$ cat src/cgpd_pkg.sv
/*
 * Constants, types and states for the clock generator power-down block.
 * Assumes one 100 MHz clock (mclk) and synchronous inputs.
 */
// Overview of operation
// - Power down only after two low samples in a row at complement rises.
// - On entry each non-host output stops once low, after any high phase, then stays low.
// - When down, true host drives high at 2x current; complement released.
// - Entry works the same way for every host clock frequency setting.
// - Non-host outputs go quiet within less than one of their cycles.
// - Once power_down_n is high again, clocks resume just after a 3 ms wake count.
package cgpd_pkg;
    localparam int       N_OUT        = 4;  // Ref, usb, agp, pci
    localparam int       DIV_W        = 8;
    // Half-period counts of mclk, one per host frequency setting
    localparam logic [7:0] HOST_HALF_66  = 8'h03;
    localparam logic [7:0] HOST_HALF_100 = 8'h02;
    localparam logic [7:0] HOST_HALF_133 = 8'h02;
    localparam logic [7:0] HOST_HALF_200 = 8'h01;
    localparam logic [1:0] SEL_66  = 2'h0;
    localparam logic [1:0] SEL_100 = 2'h1;
    localparam logic [1:0] SEL_133 = 2'h2;
    localparam logic [1:0] SEL_200 = 2'h3;
    // Half-period counts of the other outputs, index 0 is ref
    localparam logic [N_OUT*DIV_W-1:0] OUT_HALF = 32'h0f_04_03_07;
    // Bound allowed for the quiet time of the other outputs, in mclk cycles
    localparam int       QUIET_MAX    = 520;
    // Power-up latency, less than the printed limit
    localparam int       CLK_PERIOD_NS = 10;
    localparam int       PUP_LAT_MS    = 3;
    localparam int       PUP_LAT_CYC   =
        PUP_LAT_MS * 1000000 / CLK_PERIOD_NS - 1;
    localparam int       LAT_W        = 20;

    typedef enum logic [1:0] {
        CGPD_RUN,
        CGPD_STOPPING,
        CGPD_DOWN,
        CGPD_WAKE
    } cgpd_state_t;

    typedef struct packed {
        logic t;          // True host clock
        logic c;          // Complement host clock
        logic c_oe_n;     // Low while complement is driven
        logic t_dbl_iref; // High: true side at twice reference current
    } cgpd_host_pins_t;
endpackage : cgpd_pkg

$ cat src/cgpd_clk_div.sv
/*
 * Parkable clock divider: toggles every half count of mclk and parks low.
 * Assumes half is at least one and holds steady while running.
 */
`timescale 1ns/1ps
module cgpd_clk_div (
    input  wire logic                      mclk,
    input  wire logic                      srst,
    input  wire logic                      stop,
    input  wire logic [cgpd_pkg::DIV_W-1:0] half,
    output logic                           clk_q,
    output logic                           fall_q,
    output logic                           parked
);
    logic [cgpd_pkg::DIV_W-1:0] cnt_q;
    logic                       wrap;

    assign wrap   = (cnt_q == half - 1'b1);
    assign parked = stop & ~clk_q;

    // Stops only from low so a high phase always completes
    always_ff @(posedge mclk) begin
        if (srst) begin
            cnt_q <= '0;
            clk_q <= 1'b0;
        end else if (parked) begin
            cnt_q <= '0;
            clk_q <= 1'b0;
        end else if (wrap) begin
            cnt_q <= '0;
            clk_q <= ~clk_q;
        end else begin
            cnt_q <= cnt_q + 1'b1;
        end
    end

    // Pulse in the cycle the output goes low
    always_ff @(posedge mclk) begin
        if (srst) begin
            fall_q <= 1'b0;
        end else begin
            fall_q <= ~parked & wrap & clk_q;
        end
    end
endmodule : cgpd_clk_div

$ cat src/cgpd_top.sv
/*
 * Power-down sequencer for a multi-output clock generator in
 * differential host clock mode.
 * Assumes power_down_n is synchronous to mclk; pads and current
 * steering sit outside and follow host_q.
 */
`timescale 1ns/1ps
module cgpd_top #(
    parameter int PUP_CYC = cgpd_pkg::PUP_LAT_CYC
) (
    input  wire logic                        mclk,
    input  wire logic                        srst,
    input  wire logic                        power_down_n,
    input  wire logic [1:0]                  host_freq_sel,
    output cgpd_pkg::cgpd_host_pins_t        host_q,
    output logic [cgpd_pkg::N_OUT-1:0]       clk_out_q,
    output logic                             pd_active_q
);
    cgpd_pkg::cgpd_state_t             state_q;
    logic                              seen_low_q;
    logic [cgpd_pkg::LAT_W-1:0]        wake_cnt_q;
    logic [cgpd_pkg::DIV_W-1:0]        host_half;
    logic                              host_clk;
    logic                              host_fall;
    logic                              stop;
    logic [cgpd_pkg::N_OUT-1:0]        out_clk;
    logic [cgpd_pkg::N_OUT-1:0]        out_parked;

    assign stop = (state_q != cgpd_pkg::CGPD_RUN);

    // Frequency setting picks only the divide; entry path is shared
    always_comb begin
        host_half = cgpd_pkg::HOST_HALF_66;
        if (host_freq_sel == cgpd_pkg::SEL_100) begin
            host_half = cgpd_pkg::HOST_HALF_100;
        end else if (host_freq_sel == cgpd_pkg::SEL_133) begin
            host_half = cgpd_pkg::HOST_HALF_133;
        end else if (host_freq_sel == cgpd_pkg::SEL_200) begin
            host_half = cgpd_pkg::HOST_HALF_200;
        end
    end

    cgpd_clk_div u_host_div (
        .mclk   (mclk),
        .srst   (srst),
        .stop   (stop),
        .half   (host_half),
        .clk_q  (host_clk),
        .fall_q (host_fall),
        .parked ()
    );

    // One divider per non-host output
    genvar gi;
    generate
        for (gi = 0; gi < cgpd_pkg::N_OUT; gi++) begin : g_out
            cgpd_clk_div u_div (
                .mclk   (mclk),
                .srst   (srst),
                .stop   (stop),
                .half   (cgpd_pkg::OUT_HALF[gi*cgpd_pkg::DIV_W +:
                                            cgpd_pkg::DIV_W]),
                .clk_q  (out_clk[gi]),
                .fall_q (),
                .parked (out_parked[gi])
            );
        end
    endgenerate

    // Complement rises when true falls: sample power_down_n there
    always_ff @(posedge mclk) begin
        if (srst) begin
            seen_low_q <= 1'b0;
        end else if (state_q != cgpd_pkg::CGPD_RUN) begin
            seen_low_q <= 1'b0;
        end else if (host_fall) begin
            seen_low_q <= ~power_down_n;
        end
    end

    // Sequencer; a release during stopping goes straight to wake
    always_ff @(posedge mclk) begin
        if (srst) begin
            state_q <= cgpd_pkg::CGPD_RUN;
        end else begin
            case (state_q)
                cgpd_pkg::CGPD_RUN: begin
                    if (host_fall && seen_low_q && !power_down_n) begin
                        state_q <= cgpd_pkg::CGPD_STOPPING;
                    end
                end
                cgpd_pkg::CGPD_STOPPING: begin
                    if (power_down_n) begin
                        state_q <= cgpd_pkg::CGPD_WAKE;
                    end else if (&out_parked) begin
                        state_q <= cgpd_pkg::CGPD_DOWN;
                    end
                end
                cgpd_pkg::CGPD_DOWN: begin
                    if (power_down_n) begin
                        state_q <= cgpd_pkg::CGPD_WAKE;
                    end
                end
                cgpd_pkg::CGPD_WAKE: begin
                    if (wake_cnt_q == PUP_CYC[cgpd_pkg::LAT_W-1:0]) begin
                        state_q <= cgpd_pkg::CGPD_RUN;
                    end
                end
                default: begin
                    state_q <= cgpd_pkg::CGPD_RUN;
                end
            endcase
        end
    end

    // Wake latency counter, models oscillator and loop settling
    always_ff @(posedge mclk) begin
        if (srst || state_q != cgpd_pkg::CGPD_WAKE) begin
            wake_cnt_q <= '0;
        end else begin
            wake_cnt_q <= wake_cnt_q + 1'b1;
        end
    end

    // Host pair: true parked high at double current, complement released
    always_ff @(posedge mclk) begin
        if (srst) begin
            host_q <= '{t: 1'b0, c: 1'b1, c_oe_n: 1'b0, t_dbl_iref: 1'b0};
        end else if (stop) begin
            host_q <= '{t: 1'b1, c: 1'b0, c_oe_n: 1'b1,
                        t_dbl_iref: 1'b1};
        end else begin
            host_q <= '{t: host_clk, c: ~host_clk, c_oe_n: 1'b0,
                        t_dbl_iref: 1'b0};
        end
    end

    // Registered outputs keep pads glitch free
    always_ff @(posedge mclk) begin
        if (srst) begin
            clk_out_q   <= '0;
            pd_active_q <= 1'b0;
        end else begin
            clk_out_q   <= out_clk;
            pd_active_q <= (state_q == cgpd_pkg::CGPD_DOWN);
        end
    end

    // Checker only: run of low samples, rebuilt from the host pins and host_clk so
    // it does not lean on host_fall or seen_low_q
    localparam logic [1:0] LOW_RUN = 2'h2;
    logic [1:0]            low_run_q;

    always_ff @(posedge mclk) begin
        if (srst || stop) begin
            low_run_q <= '0;
        end else if (!host_q.c_oe_n && !host_q.c && !host_clk) begin
            if (power_down_n) begin
                low_run_q <= '0;
            end else if (low_run_q != LOW_RUN) begin
                low_run_q <= low_run_q + 2'h1;
            end
        end
    end

    // Delay bounds must be local names, not scoped ones
    localparam int QUIET_BOUND = cgpd_pkg::QUIET_MAX;
endmodule : cgpd_top

$ cat config.mk
export PLATFORM = sky130hd
export DESIGN_NAME = cgpd_top
export DESIGN_NICKNAME = d
export VERILOG_FILES = /design/src/cgpd_pkg.sv /design/src/cgpd_clk_div.sv /design/src/cgpd_top.sv
export SDC_FILE = /design/constraint.sdc
export NUM_CORES = 1
export LEC_CHECK = 0
export BUFFER_PORTS_ARGS = -buffer_cell sky130_fd_sc_hd__buf_2
export CAP_MARGIN = 20
export CELL_PAD_IN_SITES_DETAIL_PLACEMENT = 2
export CELL_PAD_IN_SITES_GLOBAL_PLACEMENT = 2
export CORE_ASPECT_RATIO = 1.4
export CORE_MARGIN = 2
export CORE_UTILIZATION = 38
export DETAILED_ROUTE_END_ITERATION = 16
export PLACE_DENSITY = 0.81
export SYNTH_ARGS = -nofsm -noshare
export SYNTH_HDL_FRONTEND = slang
export SYNTH_SLANG_ARGS = --single-unit
$ cat constraint.sdc
create_clock -name mclk -period 2.1 [get_ports mclk]
set_input_delay 0.315 -clock mclk [delete_from_list [all_inputs] [get_ports mclk]]
set_output_delay 0.315 -clock mclk [all_outputs]
set_load 0.01 [all_outputs]
==> metrics <==
total gr overflow=0; clock skew=4.844 ps; Multi-input gate area=1645 um^2; routed wire length=7238 um; Clock Power Share=39.9%; initial antenna violation count=0; ant diodes=0; CP Max Fanout=8; Worst Tran Pin Value=421.8 ps; sequential power share=45.9%; Worst R2R Path Depth=5; HP Class=primary input to flop; Finished Cell Area=3745 um^2; top_reg_cell synth=dfxtp_1; combinational fraction of design power=14.2%; peak supply drop=512.7 uV; clock buffer depth=2; sequential fraction of the synthesis area=47.02%; most frequent cells in the layout=77 x dfxtp_1, 65 x nor2_1, 29 x xor2_1; Fin Setup TNS=0 ps; number of placement rows=40; Yosys Warn Count=0; max_slew headroom=71.88%; fmax=526.7 MHz; I/O Pins=14; most common cell after layout, fill and taps aside=dfxtp_1; Placed Instances=469; vias in the first global route=2838; initial DRC count=70; Vias/cell=5.225; Starting Density=38.76%; CTS buffer count=9; Setup WS post-layout=201.3 ps; internal power=2.790 mW; Synth Cell Area=3278 um^2; Worst Hold Launch=power_down_n; Setup crit end kind=flop; # setup viols final=0; Total GRT Usage=18.10%; # fillers=934; Worst Hold Depth=2; DIE AREA=9396 um^2; Via Count=2534; Sw Share=26.88%; Die Y=113.9 um; Place WS=122.7 ps; Cell variety after synth=38; CP Data Required Time=2310 ps; Max Cap Viol=0; outcome=completed; Final #Nets=394; Util after Layout=44.28%; Synthesized Nets=378; reg-to-reg slack, setup=200 ps; Syn Inst Count=359; Tmin final=1899 ps; final worst path period share=90.41%; startpoint types=flop; placed inst area=3445 um^2; H-tree depth=3; total power=3.816 mW; number of enable flip-flop cells after synthesis=0; Antenna Nets Post-Route=0; wire per inst=14.92 um; drt pass-1 iters=4; Die W=82.50 um; Final Hold Fails=0; CTS tree=yes; Psw=1.026 mW; Slew Limit Fails=0; CP Class=flop to flop; area added between synthesis and finish=14.24%; pwr/cell area=1019 nW/um^2; crit path from=g_out[2].u_div.cnt_q[0]; final RePlAce weighted congestion=0.7552; # clock sinks=77; cell leakage power=1.446 nW; fin cells=485; register area=1541 um^2; RSZ-0062 raised after global routing=no; Core ar.=8458 um^2; DR DRC count=0; layout cells sized above 1=9.211%; clk_lat worst skew=330 ps; Worst Hold Slack=257.1 ps; HPWL after detailed placement=5040 um; pin count of the biggest net entering global routing=26; first-pass GRT wire length=13010 um; async set-reset flop share out of synthesis=0%; Seq cells post-synth=77; Mean Syn Cell Area=9.131 um^2; Port Buffers=13; R2R Path Start=g_out[2].u_div.cnt_q[0]; Root Buffer=clkbuf_16; Arrival @ worst endpoint=2110 ps; Worst R2R End=g_out[2].u_div.cnt_q[5]; Clock transition at path regs=60 ps; Hold Crit Endpoint=seen_low_q
[worst max-delay path, stage by stage (launching register included)]
cell	delay, ps
dfxtp_1	390
ha_1	260
or4b_1	470
nor4_2	230
or3_1	320
nor2_1	100
[timing repair]
item | 4_1_cts | 5_1_grt
setup buffers | 0 | 0
resized for setup | 0 | 1
setup endpoints to repair | 0 | 8
hold buffers | 0 | 0
[power groups by stage]
| stage | Sequential (mW) | Combinational [mW] | Clock (mW) |
|---|---|---|---|
| floorplan | 1.76 | 0.404 | 0 |
| detailed placement | 1.78 | 0.552 | 0 |
| global route | 1.78 | 0.637 | 1.65 |
| finish | 1.75 | 0.542 | 1.52 |
| CTS | 1.75 | 0.563 | 1.58 |
| global placement | 1.77 | 0.517 | 0 |
[cell usage after synthesis (all sizes together), types with 2 or more instances]
library cell  instances  area share (%)
nand2                10             1.1
inv                  12             1.4
nand2b                5            0.95
xor2                 29             7.7
mux2i                 3            0.92
o21ai                 8             1.2
nor2b                 7             1.3
or3                  12             2.3
and2                  5            0.95
nand3b                3            0.69
nand3                24             4.0
and4                  3            0.80
xnor2                12             3.2
ha                   14             5.3
nor4b                 2            0.53
clkbuf                8            0.92
nand4                13             2.5
a21oi                14             2.1
buf                   3            0.69
dfxtp                77              47
a211oi                2            0.61
and3                 11             2.1
nor2                 65             7.4
nor4                  5            0.95
[routing by layer]
layer,GRT usage (%),wire length [um],part of all wire [%],up-vias
met5,0,0,0,-
met4,5.902,109,1.5,0
met3,5.854,188,2.6,10
met2,31.72,3967,55,18
met1,20.29,2973,41,1251
li1,-,-,-,1255
[registers in the layout, indices dropped and copies added (netlist names)]
register	count
host_q	3
seen_low_q	1
g_out.u_div.clk_q	4
g_out.u_div.cnt_q	32
state_q	2
wake_cnt_q	20
pd_active_q	1
u_host_div.cnt_q	8
clk_out_q	4
u_host_div.fall_q	1
u_host_div.clk_q	1
[cell type report]
cell class | instances | share of cell area, %
flip-flops and latches | 77 | 41.16
repair buffers | 16 | 2.339
multi-input cells | 259 | 43.94
clock inverters | 4 | 1.270
inverters | 12 | 1.203
well taps | 105 | 3.508
clock buffers | 12 | 6.582
[worst max path at each step]
stage | end | slack (ps) | cells past startpoint
final | g_out[2].u_div.cnt_q[5] | 200 | 5
after global routing | g_out[2].u_div.cnt_q[5] | 10 | 5
after detailed placement | g_out[2].u_div.cnt_q[4] | 120 | 5
after floorplan | g_out[2].u_div.cnt_q[2] | 390 | 6
after global placement | g_out[2].u_div.cnt_q[4] | 220 | 5
after CTS | g_out[2].u_div.cnt_q[5] | 90 | 5
[kinds of logic after synthesis]
group | count (synthesis) | share of synthesized area [%]
compound gates | 27 | 4.733
fa+ha+maj | 14 | 5.344
xor+xnor | 41 | 10.95
buf+inv | 23 | 2.977
simple gates | 173 | 27.71
flops | 77 | 47.02
mux | 4 | 1.260
No activity file was read; power rests on OpenSTA's default activity.
